**config.mk**
```make
export PLATFORM = sky130hd
export DESIGN_NAME = rps_sequencer
export DESIGN_NICKNAME = d
export VERILOG_FILES = /design/src/logic/rps_pkg.sv /design/src/logic/rps_slot_if.sv /design/src/logic/rps_slot_mem.sv /design/src/logic/rps_sequencer.sv
export VERILOG_INCLUDE_DIRS = /design/src /design/src/logic
export SDC_FILE = /design/constraint.sdc
export NUM_CORES = 1
export LEC_CHECK = 0
export ABC_AREA = 1
export ABC_CLOCK_PERIOD_IN_PS = 3000
export BUFFER_PORTS_ARGS = -buffer_cell sky130_fd_sc_hd__buf_4
export CAP_MARGIN = 30
export CELL_PAD_IN_SITES_DETAIL_PLACEMENT = 0
export CELL_PAD_IN_SITES_GLOBAL_PLACEMENT = 1
export CORE_MARGIN = 2
export CORE_UTILIZATION = 39
export DETAILED_ROUTE_END_ITERATION = 10
export PLACE_DENSITY_LB_ADDON = 0.12
export SYNTH_ARGS = -nofsm -noshare
export SYNTH_HDL_FRONTEND = slang
export SYNTH_HIERARCHICAL = 1
export SYNTH_SLANG_ARGS = --single-unit
```
**constraint.sdc**
```tcl
create_clock -name core_clk -period 3 [get_ports core_clk]
set_input_delay 0.3 -clock core_clk [delete_from_list [all_inputs] [get_ports core_clk]]
set_output_delay 0.3 -clock core_clk [all_outputs]
set_load 0.03 [all_outputs]
```
**src/logic/rps_cfg.svh**
```systemverilog
/*
  Offsets, field positions, reset values and timing counts of the
  rail power-down sequencer.
  Assumes a 20 MHz core clock and word-aligned Avalon byte addressing.
*/
`ifndef RPS_CFG_SVH
`define RPS_CFG_SVH

// ----------------------------------------------------------------
// Geometry
// ----------------------------------------------------------------
`define RPS_NUM_RAILS      7
`define RPS_SLOT_W         3
`define RPS_RAIL_W         3
`define RPS_SLOT_MAX       3'h7
`define RPS_SLOT_RESET     3'h0

// ----------------------------------------------------------------
// Register indices, byte address is four times the index
// ----------------------------------------------------------------
`define RPS_IDX_FIRST_BUCK 8'h5F
`define RPS_IDX_SECOND_BUCK 8'h60
`define RPS_IDX_THIRD_BUCK 8'h61
`define RPS_IDX_FIRST_LIN  8'h62
`define RPS_IDX_SECOND_LIN 8'h63
`define RPS_IDX_THIRD_LIN  8'h64
`define RPS_IDX_MEM_REF    8'h65
`define RPS_IDX_STATUS     8'h6A

// ----------------------------------------------------------------
// Status register fields
// ----------------------------------------------------------------
`define RPS_ST_SLOT_LSB    0
`define RPS_ST_BUSY_BIT    3
`define RPS_ST_BYPASS_BIT  4
`define RPS_ST_DONE_BIT    5
`define RPS_ST_SYSON_BIT   6
`define RPS_ST_OFF_LSB     8

// ----------------------------------------------------------------
// Timing
// ----------------------------------------------------------------
`define RPS_CLK_FREQ_MHZ   20
`define RPS_STEP_TIME_US   1000
`define RPS_STEP_CYCLES    (`RPS_STEP_TIME_US * `RPS_CLK_FREQ_MHZ)

`endif

```
**src/logic/rps_pkg.sv**
```systemverilog
/*
  Types of the rail power-down sequencer.
  Assumes rps_cfg.svh supplies all numeric settings.
*/
package rps_pkg;

  // Sequencer states
  typedef enum logic [3:0] {
    SEQ_IDLE = 4'h1,
    SEQ_STEP = 4'h2,
    SEQ_HOLD = 4'h4,
    SEQ_DONE = 4'h8
  } rps_seq_state_t;

  // Bus slave phases
  typedef enum logic [2:0] {
    BUS_IDLE  = 3'h1,
    BUS_FETCH = 3'h2,
    BUS_ANSW  = 3'h4
  } rps_bus_state_t;

endpackage : rps_pkg

```
**src/logic/rps_slot_if.sv**
```systemverilog
/*
  Carrier between the sequencer core and its slot register bank.
  Assumes both ends share core_clk.
*/
`timescale 1ns/1ps
`default_nettype none

interface rps_slot_if #(
  parameter int RAILS = 7,
  parameter int SW    = 3,
  parameter int RW    = 3
);
  logic [RAILS*SW-1:0] slots;
  logic [RAILS*SW-1:0] loadData;
  logic                loadEn;
  logic                wrEn;
  logic [RW-1:0]       wrRail;
  logic [SW-1:0]       wrData;
  logic [RW-1:0]       rdRail;
  logic [SW-1:0]       rdData;

  modport ctrl (
    output loadEn, loadData, wrEn, wrRail, wrData, rdRail,
    input  slots, rdData
  );
  modport bank (
    input  loadEn, loadData, wrEn, wrRail, wrData, rdRail,
    output slots, rdData
  );
endinterface : rps_slot_if

`default_nettype wire

```
**src/logic/rps_slot_mem.sv**
```systemverilog
/*
  Power-down slot register bank, one slot field per rail.
  Assumes the core never asserts load and write together with
  different intent; load wins.
*/
`timescale 1ns/1ps
`default_nettype none
`include "rps_cfg.svh"

module rps_slot_mem #(
  parameter int RAILS = `RPS_NUM_RAILS,
  parameter int SW    = `RPS_SLOT_W,
  parameter int RW    = `RPS_RAIL_W
) (
  // Clock and reset
  input  wire logic core_clk,
  input  wire logic rst_n,
  // Core side
  rps_slot_if.bank  port
);

  logic [SW-1:0] slotArr [RAILS];

  // ----------------------------------------------------------------
  // Slot storage
  // ----------------------------------------------------------------
  for (genvar g = 0; g < RAILS; g++) begin : g_slot
    always_ff @(posedge core_clk) begin
      if (!rst_n) begin
        slotArr[g] <= `RPS_SLOT_RESET;
      end else if (port.loadEn) begin
        slotArr[g] <= port.loadData[g*SW +: SW];
      end else if (port.wrEn && port.wrRail == RW'(g)) begin
        slotArr[g] <= port.wrData;
      end
    end
    assign port.slots[g*SW +: SW] = slotArr[g];
  end

  // ----------------------------------------------------------------
  // Registered read port
  // ----------------------------------------------------------------
  always_ff @(posedge core_clk) begin
    if (!rst_n) begin
      port.rdData <= '0;
    end else if (port.rdRail < RW'(RAILS)) begin
      port.rdData <= slotArr[port.rdRail];
    end else begin
      port.rdData <= '0;
    end
  end

endmodule : rps_slot_mem

`default_nettype wire

```
**src/logic/rps_sequencer.sv**
```systemverilog
/*
  Rail power-down sequencer with its slot registers on Avalon-MM.
  Assumes powerDownReq, systemOn, cfgLoad and fusedOnSlots come from
  logic on core_clk, so none of them is synchronised here.
*/
// The Avalon-MM register port was left to the implementer.
// Summary of operation
// Turn rails off from highest slot downward
// All slots zero: all rails off together
// Three-bit slot in low bits, rest unused
// Config load copies power-up slot into slot
// Host rewrites slots only while system on
// Power-up order set only by fuse load
// Equal slots off together, one interval each
`timescale 1ns/1ps
`default_nettype none
`include "rps_cfg.svh"

module rps_sequencer #(
  parameter int STEP_CYCLES = `RPS_STEP_CYCLES,
  parameter int CNT_W       = 16
) (
  // Clock and reset
  input  wire logic        core_clk,
  input  wire logic        rst_n,
  // Avalon-MM slave
  input  wire logic [9:0]  avs_address,
  input  wire logic        avs_read,
  input  wire logic        avs_write,
  input  wire logic [31:0] avs_writedata,
  input  wire logic [3:0]  avs_byteenable,
  output logic      [31:0] avs_readdata,
  output logic             avs_waitrequest,
  // System state and trigger
  input  wire logic        systemOn,
  input  wire logic        powerDownReq,
  // Configuration load
  input  wire logic        cfgLoad,
  input  wire logic [20:0] fusedOnSlots,
  // Rail controls and state
  output logic      [6:0]  railOff,
  output logic             seqBusy,
  output logic      [20:0] upOrderSlots
);

  localparam int RAILS = `RPS_NUM_RAILS;
  localparam int SW    = `RPS_SLOT_W;
  localparam int RW    = `RPS_RAIL_W;

  // ----------------------------------------------------------------
  // Address decode
  // ----------------------------------------------------------------
  // Bit 3 flags a slot register, bits 2:0 give the rail
  function automatic logic [3:0] decodeRail(input logic [7:0] idx);
    case (idx)
      `RPS_IDX_FIRST_BUCK:  decodeRail = 4'h8;
      `RPS_IDX_SECOND_BUCK: decodeRail = 4'h9;
      `RPS_IDX_THIRD_BUCK:  decodeRail = 4'hA;
      `RPS_IDX_FIRST_LIN:   decodeRail = 4'hB;
      `RPS_IDX_SECOND_LIN:  decodeRail = 4'hC;
      `RPS_IDX_THIRD_LIN:   decodeRail = 4'hD;
      `RPS_IDX_MEM_REF:     decodeRail = 4'hE;
      default:              decodeRail = 4'h0;
    endcase
  endfunction : decodeRail

  logic [7:0] reqIdx;
  logic [3:0] reqRail;
  logic       reqAligned;

  assign reqIdx     = avs_address[9:2];
  assign reqAligned = (avs_address[1:0] == 2'h0);
  assign reqRail    = decodeRail(reqIdx);

  // ----------------------------------------------------------------
  // Slot register bank
  // ----------------------------------------------------------------
  rps_slot_if #(.RAILS(RAILS), .SW(SW), .RW(RW)) slotBus ();

  rps_slot_mem #(
    .RAILS (RAILS),
    .SW    (SW),
    .RW    (RW)
  ) u_slot_mem (
    .core_clk (core_clk),
    .rst_n    (rst_n),
    .port     (slotBus.bank)
  );

  // ----------------------------------------------------------------
  // Sequencer state
  // ----------------------------------------------------------------
  rps_pkg::rps_seq_state_t seqState;
  logic [RAILS*SW-1:0]     seqSlots;
  logic [SW-1:0]           curSlot;
  logic [CNT_W-1:0]        stepCnt;
  logic                    bypassed;
  logic [RAILS-1:0]        stepMask;
  logic                    seqIdle;

  assign seqIdle = (seqState == rps_pkg::SEQ_IDLE);

  // Rails whose slot equals the slot under way
  for (genvar g = 0; g < RAILS; g++) begin : g_match
    assign stepMask[g] = (seqSlots[g*SW +: SW] == curSlot);
  end

  // ----------------------------------------------------------------
  // Bus slave
  // ----------------------------------------------------------------
  rps_pkg::rps_bus_state_t busState;
  logic [31:0]             statusWord;
  logic                    wrAllowed;

  always_comb begin
    statusWord = 32'h0;
    statusWord[`RPS_ST_SLOT_LSB +: SW]    = curSlot;
    statusWord[`RPS_ST_BUSY_BIT]          = seqBusy;
    statusWord[`RPS_ST_BYPASS_BIT]        = bypassed;
    statusWord[`RPS_ST_DONE_BIT]          = (seqState == rps_pkg::SEQ_DONE);
    statusWord[`RPS_ST_SYSON_BIT]         = systemOn;
    statusWord[`RPS_ST_OFF_LSB +: RAILS]  = railOff;
  end

  // Writes outside system-on or mid-sequence are dropped silently
  assign wrAllowed = systemOn && seqIdle;

  assign slotBus.rdRail   = reqRail[2:0];
  assign slotBus.wrRail   = reqRail[2:0];
  assign slotBus.wrData   = avs_writedata[SW-1:0];
  assign slotBus.wrEn     = (busState == rps_pkg::BUS_ANSW) && avs_write
                            && reqAligned && reqRail[3]
                            && avs_byteenable[0] && wrAllowed;
  assign slotBus.loadEn   = cfgLoad;
  assign slotBus.loadData = fusedOnSlots;

  // Fixed latency: waitrequest drops two edges after the request
  always_ff @(posedge core_clk) begin
    if (!rst_n) begin
      busState        <= rps_pkg::BUS_IDLE;
      avs_waitrequest <= 1'b1;
      avs_readdata    <= 32'h0;
    end else begin
      case (busState)
        rps_pkg::BUS_IDLE: begin
          avs_waitrequest <= 1'b1;
          if (avs_read || avs_write) begin
            busState <= rps_pkg::BUS_FETCH;
          end
        end
        rps_pkg::BUS_FETCH: begin
          avs_waitrequest <= 1'b0;
          busState        <= rps_pkg::BUS_ANSW;
          if (!avs_read || !reqAligned) begin
            avs_readdata <= 32'h0;
          end else if (reqRail[3]) begin
            // Upper bits of a slot register read as zero
            avs_readdata <= {29'h0, slotBus.rdData};
          end else if (reqIdx == `RPS_IDX_STATUS) begin
            avs_readdata <= statusWord;
          end else begin
            avs_readdata <= 32'h0;
          end
        end
        rps_pkg::BUS_ANSW: begin
          avs_waitrequest <= 1'b1;
          busState        <= rps_pkg::BUS_IDLE;
        end
        default: begin
          avs_waitrequest <= 1'b1;
          busState        <= rps_pkg::BUS_IDLE;
        end
      endcase
    end
  end

  // ----------------------------------------------------------------
  // Power-up order mirror
  // ----------------------------------------------------------------
  // Bus writes never reach this copy
  always_ff @(posedge core_clk) begin
    if (!rst_n) begin
      upOrderSlots <= 21'h0;
    end else if (cfgLoad) begin
      upOrderSlots <= fusedOnSlots;
    end
  end

  // ----------------------------------------------------------------
  // Power-down sequencer
  // ----------------------------------------------------------------
  logic trigger;
  logic allZero;
  logic inStep;
  logic inHold;
  logic holdEnd;
  logic emptyStep;
  logic lastSlot;
  logic stepDone;

  assign trigger   = seqIdle && powerDownReq;
  assign allZero   = (slotBus.slots == '0);
  assign inStep    = (seqState == rps_pkg::SEQ_STEP);
  assign inHold    = (seqState == rps_pkg::SEQ_HOLD);
  assign holdEnd   = inHold && (stepCnt == '0);
  assign emptyStep = inStep && !(|stepMask);
  assign lastSlot  = (curSlot == 3'h0);
  // Slot finished after its interval, or at once when empty
  assign stepDone  = emptyStep || holdEnd;

  // State register
  always_ff @(posedge core_clk) begin
    if (!rst_n || cfgLoad) begin
      seqState <= rps_pkg::SEQ_IDLE;
    end else begin
      case (seqState)
        rps_pkg::SEQ_IDLE: begin
          if (powerDownReq && allZero) begin
            seqState <= rps_pkg::SEQ_DONE;
          end else if (powerDownReq) begin
            seqState <= rps_pkg::SEQ_STEP;
          end
        end
        rps_pkg::SEQ_STEP: begin
          if (|stepMask) begin
            seqState <= rps_pkg::SEQ_HOLD;
          end else if (lastSlot) begin
            seqState <= rps_pkg::SEQ_DONE;
          end
        end
        rps_pkg::SEQ_HOLD: begin
          if (holdEnd && lastSlot) begin
            seqState <= rps_pkg::SEQ_DONE;
          end else if (holdEnd) begin
            seqState <= rps_pkg::SEQ_STEP;
          end
        end
        rps_pkg::SEQ_DONE: begin
          // Rails stay off until the next configuration load
          if (!powerDownReq) begin
            seqState <= rps_pkg::SEQ_IDLE;
          end
        end
        default: begin
          seqState <= rps_pkg::SEQ_IDLE;
        end
      endcase
    end
  end

  // Slots are snapshotted at the trigger so a late write cannot
  // reorder a sequence already under way
  always_ff @(posedge core_clk) begin
    if (!rst_n) begin
      seqSlots <= '0;
    end else if (trigger && !cfgLoad) begin
      seqSlots <= slotBus.slots;
    end
  end

  // Slot under way, counted down from the top
  always_ff @(posedge core_clk) begin
    if (!rst_n || cfgLoad) begin
      curSlot <= `RPS_SLOT_RESET;
    end else if (trigger && !allZero) begin
      curSlot <= `RPS_SLOT_MAX;
    end else if (stepDone && !lastSlot) begin
      // Empty slots cost one cycle, not an interval
      curSlot <= curSlot - 3'h1;
    end
  end

  // Interval counter of the slot under way
  always_ff @(posedge core_clk) begin
    if (!rst_n || cfgLoad) begin
      stepCnt <= '0;
    end else if (inStep && (|stepMask)) begin
      stepCnt <= CNT_W'(STEP_CYCLES - 1);
    end else if (inHold && !holdEnd) begin
      stepCnt <= stepCnt - CNT_W'(1);
    end
  end

  // Bypass flag, kept until the next load or trigger
  always_ff @(posedge core_clk) begin
    if (!rst_n || cfgLoad) begin
      bypassed <= 1'b0;
    end else if (trigger) begin
      bypassed <= allZero;
    end
  end

  // Busy from a trigger with any nonzero slot to the end of slot zero; never set on the bypass
  always_ff @(posedge core_clk) begin
    if (!rst_n || cfgLoad) begin
      seqBusy <= 1'b0;
    end else if (trigger && !allZero) begin
      seqBusy <= 1'b1;
    end else if (stepDone && lastSlot) begin
      seqBusy <= 1'b0;
    end
  end

  // Rail off commands, cleared only by reset or load
  always_ff @(posedge core_clk) begin
    if (!rst_n || cfgLoad) begin
      railOff <= 7'h00;
    end else if (trigger && allZero) begin
      railOff <= 7'h7F;
    end else if (inStep) begin
      railOff <= railOff | stepMask;
    end
  end

endmodule : rps_sequencer

`default_nettype wire

```
==> Word-level counts from Yosys, hierarchy flattened <==
Memories as Yosys holds them, arrays and structs flattened. A register that Yosys moved wholly into a read port is not among the register bits.
Index checks and enable logic that the tools add are counted.
{ "word_totals": {"n_memories": 1, "mem_bits_rw": 21, "input_bits": 74, "word_cells": 184, "regBits": 110} }
{ "mem_list": {"columns": ["memory", "words", "width", "rd", "rd_clocked_by_memory_dff", "wr", "line", "source"], "rows": [
  ["u_slot_mem.slotArr", 7, 3, 8, 1, 7, "rps_slot_mem.sv:22", "logic [SW-1:0] slotArr [RAILS];"]
]} }
{ "classes": {"muxes": 69, "n_eq_ne": 33, "bitwise": 15, "order_cmp": 1, "addsub": 2, "n_reduce_logical": 51} }
{ "op_table": {"columns": ["op", "count"], "rows": [
  ["$mux 15", 5],
  ["$eq 8x7->1 const B", 8],
  ["$mux 3", 17],
  ["$mux 1", 35],
  ["$mux 4", 7],
  ["$pmux 4 s7", 1],
  ["$logic_and 1x1->1", 25],
  ["$eq 3x3->1", 7],
  ["$logic_not 21->1", 1],
  ["$logic_not 16->1", 1],
  ["$pmux 4 s4", 1],
  ["$sub 16x1->16 const B", 1],
  ["$mux 7", 2],
  ["$or 1x1->1", 14],
  ["$eq 3x3->1 const B", 4],
  ["$eq 3x2->1 const B", 3],
  ["$logic_not 1->1", 9],
  ["$reduce_bool 2->1", 4],
  ["$or 7x7->7", 1],
  ["$reduce_or 7->1", 1],
  ["$eq 3x1->1 const B", 2],
  ["$logic_not 3->1", 2],
  ["$ne 3x1->1 const B", 2],
  ["$pmux 3 s2", 1],
  ["other kinds (13)", 17]
]} }

==> Longest topological paths before layout <==
{ "depth": {"word_depth": 12, "mapped_depth": 14, "ltp_nobuf": 14} }

==> By module <==
Netlist, hierarchy kept.
{ "modules_own_cells": {"columns": ["module", "seq_area_each_um2", "cells_per_inst", "instances", "area_each_um2"], "rows": [
  ["rps_sequencer", 1841.8, 619, 1, 4451.8],
  ["rps_slot_mem", 690.7, 164, 1, 1322.5]
]} }

==> Worst setup path after synthesis <==
OpenSTA, ideal clock, no wires.
{ "synth_path": {"kind": "reg-to-reg", "startpoint": "register seqState[2]", "endpoint": "memory u_slot_mem.slotArr[3][0] (enable)", "path_stages_with_launch": 8, "path_slack_ns": 0.890, "path_buffers": 0, "t_arrival_ns": 1.755, "path_cell_list": "dfxtp_1 -> inv_1 -> nand2_1 -> nor3_2 -> inv_1 -> nor4b_1 -> nand2_4 -> o31ai_1"} }
{ "synth_rtl": {"columns": ["element", "line", "source"], "rows": [
  ["start: declaration", "rps_sequencer.sv:93", "rps_pkg::rps_seq_state_t seqState;"],
  ["start signal: assignment", "rps_sequencer.sv:214", "seqState <= rps_pkg::SEQ_IDLE;"],
  ["start signal: assignment", "rps_sequencer.sv:219", "seqState <= rps_pkg::SEQ_DONE;"],
  ["start signal: assignment", "rps_sequencer.sv:221", "seqState <= rps_pkg::SEQ_STEP;"],
  ["end: declaration", "rps_slot_mem.sv:22", null]
]} }

==> impl_metrics.yaml <==
status:
  outcome: "finished clean"
floorplanning:
  die_area_um2: 15800
  die_x_um: 126
  start_util_pct: 39.9
  core_um2: 14500
  io_pins: 136
  fp.dieH_um: 126
  rows: 44
power_and_ir_drop:
  p_per_area_nw_per_um2: 609
  p_leak_nw: 3.17
  max-vdd-ir-drop_v: 0.000463
clock_network:
  holdBufCountCts: 0
  htreeDepth: 4
  cts_tree: "done"
  cts_setup_buffers: 0
  cts_buffer_depth: 2
  clkTransAtPathRegs_ns: 0.06
  cts_resized: 0
  cts_buffers: 17
  root_buffer: "clkbuf_16"
  cts.sinks: 116
  insertion_delay_ns: 0.41
logic_synthesis:
  synth_edf_count: 21
  synth.avg_cell_area_um2: 7.37
  yosysSeqAreaShare_pct: 43.9
  ys.flop_type: "dfxtp_1"
  netlist_area_um2: 5770
  synth.distinct_cells: 45
  synthCells: 783
  ys_ff_latch: 116
  async_reset_ff_share_pct: 0
  yosysWarnings: 6
timing:
  worst_pin_slew_ns: 0.883
  drv_slew: 0
  setup_viol: 0
  relSlewSlack_pct: 40.9
  fin_crit_sh_pct: 80.1
  fmax_mhz: 416
  rsz0062_at_grt: "false"
  hold_ws_ns: 0.121
  fin_tns_setup_ns: 0
  finalCriticalPeriod_ns: 2.40
  fin_skew_ns: 0.00700
  hold_violations: 0
min_path:
  hold_class: "primary input to flop"
  hold_depth: 3
global_routing:
  grt-ovfl-total: 0
  grt_max_degree: 35
  antenna_found_initial: 0
  gr-usage-all-layers_pct: 19.4
  grt_pass1_vias: 5065
  grt_first_pass_wirelength_um: 24700
drt:
  wirelength_um: 14800
  detail-route-antenna-nets: 0
  wl_per_cell_um: 13.9
  vias: 5120
  drcViolationCount: 0
  detailedRoute.firstPassIterationCount: 5
  drt-initial-drc-count: 276
  viasPerCell: 4.81
layout:
  postLayoutCellArea_um2: 7150
  fillers: 1467
  area_growth_pct: 23.8
  antennaDiodeCount: 0
  fin_nets: 945
  utilization_pct: 49.4
  stdcell_count: 1065
  drive_gt1_share_pct: 19.8
  multi_input_area_um2: 2740
  ff_latch_area_um2: 2530
critical_path:
  reg2reg_depth: 8
  crit_slowest_cell: "o31ai_1"
  critPathArrivalTime_ns: 2.46
  end_kind: "flop"
  cp.required_ns: 3.06
  cp_common_cell: "inv_1"
  cp-start-kind: "flop"
  critPathMaxStageDelay_ns: 0.43
  path_cells: "inv_1, nand2_1, nor3_2, inv_1, nor4b_1, buf_4, nand2_4, o31ai_1"
  path_class: "flop to flop"
  critical_path_peak_fanout: 4
placement:
  dpl-instance-area_um2: 6510
  dpl.cell_count: 1033
  hpwlAfterDp_um: 10900
  io_buffers: 85
  place_congestion: 0.841
flow_run:
  max_cap_violations: 0
sequential cells by signal (all words and copies together) (netlist names):
signal                  count
stepCnt                    16
curSlot                     3
avs_readdata               14
upOrderSlots               21
busState                    3
u_slot_mem/slotArr         21
seqSlots                   21
seqBusy                     1
railOff                     7
avs_waitrequest             1
u_slot_mem/port.rdData      3
seqState                    4
bypassed                    1
report_power, final:
part,total [mW],switching [mW],internal [mW]
Sequential,1.72,0.0600,1.66
Combinational,0.463,0.302,0.161
Clock,2.17,0.706,1.47
cells by family (layout without fill, tap and decap cells):
| family | Yosys count | in the layout | share of synthesized area, % |
|---|---|---|---|
| AND/OR/NAND/NOR | 393 | 393 | 31.1 |
| AO/OA/AOI/OAI | 129 | 129 | 12.0 |
| buffers and inverters | 124 | 205 | 9.73 |
| flip-flops | 116 | 116 | 43.9 |
| XOR/XNOR | 17 | 17 | 2.58 |
| adder cells (fa/ha/maj) | 3 | 3 | 0.650 |
| other | 1 | 18 | 0.0649 |
synthesized netlist by cell type (2+ instances only):
cell      count  area, µm²
o21ai_2       3       26.3
clkbuf_1     19       71.3
buf_2         3       15.0
inv_2         5       18.8
nand3_2       3       30.0
buf_4        20        150
dfxtp_1      95       1900
nand2_2       9       56.3
nor3b_1       2       15.0
o31ai_1       2       15.0
nand3_1      43        215
nor2_1       97        364
nor2_2        8       50.1
nand4_1       5       31.3
inv_1        71        267
o21ai_1      10       50.1
a21oi_1      55        275
nor2_4        9        101
nor3_1        9       45.0
nor3_2        2       20.0
xnor2_1      13        114
clkinv_1      3       11.3
edfxtp_1     21        631
o21bai_1      6       45.0
xor2_1        4       35.0
nand2_1     193        724
ha_1          3       37.5
buf_6         2       22.5
a21oi_2       2       17.5
nand2_4       3       33.8
o21ai_0      49        245
layer usage:
layer | GRT usage, % | vias up | share of wire [%]
met2 | 32.9 | 103 | 49
met3 | 5.18 | 15 | 4.3
li1 | - | 2647 | -
met1 | 23.4 | 2355 | 45
met5 | 0 | - | 0
met4 | 7.45 | 0 | 1.6
cell type report:
| class | instances | area share (%) |
|---|---|---|
| clock inverters | 7 | 1.63 |
| well taps | 184 | 3.22 |
| inverters | 80 | 4.23 |
| flip-flops and latches | 116 | 35.4 |
| clock buffers | 25 | 7.37 |
| repair buffers | 93 | 9.76 |
| multi-input cells | 560 | 38.4 |
critical path, delay by kind of cell (launching register included):
| kind | cells | cell delay (ns) |
|---|---|---|
| flip-flops | 1 | 0.31 |
| buffers and inverters | 3 | 0.51 |
| AND/OR/NAND/NOR | 4 | 0.80 |
| AO/OA/AOI/OAI | 1 | 0.43 |
worst paths after layout:
path | startpoint | endpoint | slack [ns]
worst max-delay path | seqState[2] | u_slot_mem/slotArr[3][1] | 0.60
worst max register to register | seqState[2] | u_slot_mem/slotArr[3][1] | 0.60
worst min-delay path | fusedOnSlots[2] | upOrderSlots[2] | 0.12
worst min register to register | stepCnt[0] | stepCnt[0] | 0.46
layout by cell type, fill, tap and decap left out, types with 21 or more instances in the layout:
master,instances
inv_1,71
nand2_1,193
buf_4,93
o21ai_0,49
dfxtp_1,95
edfxtp_1,21
nor2_1,97
a21oi_1,55
nand3_1,43
stage by stage:
stage               total power, mW  worst slack (ns)
floorplan                      2.07             0.890
global placement               2.21             0.706
detailed placement             2.22             0.586
CTS                            4.42             0.560
global route                   4.56             0.369
finish                         4.36             0.598
(Power assumes the default switching activity.)
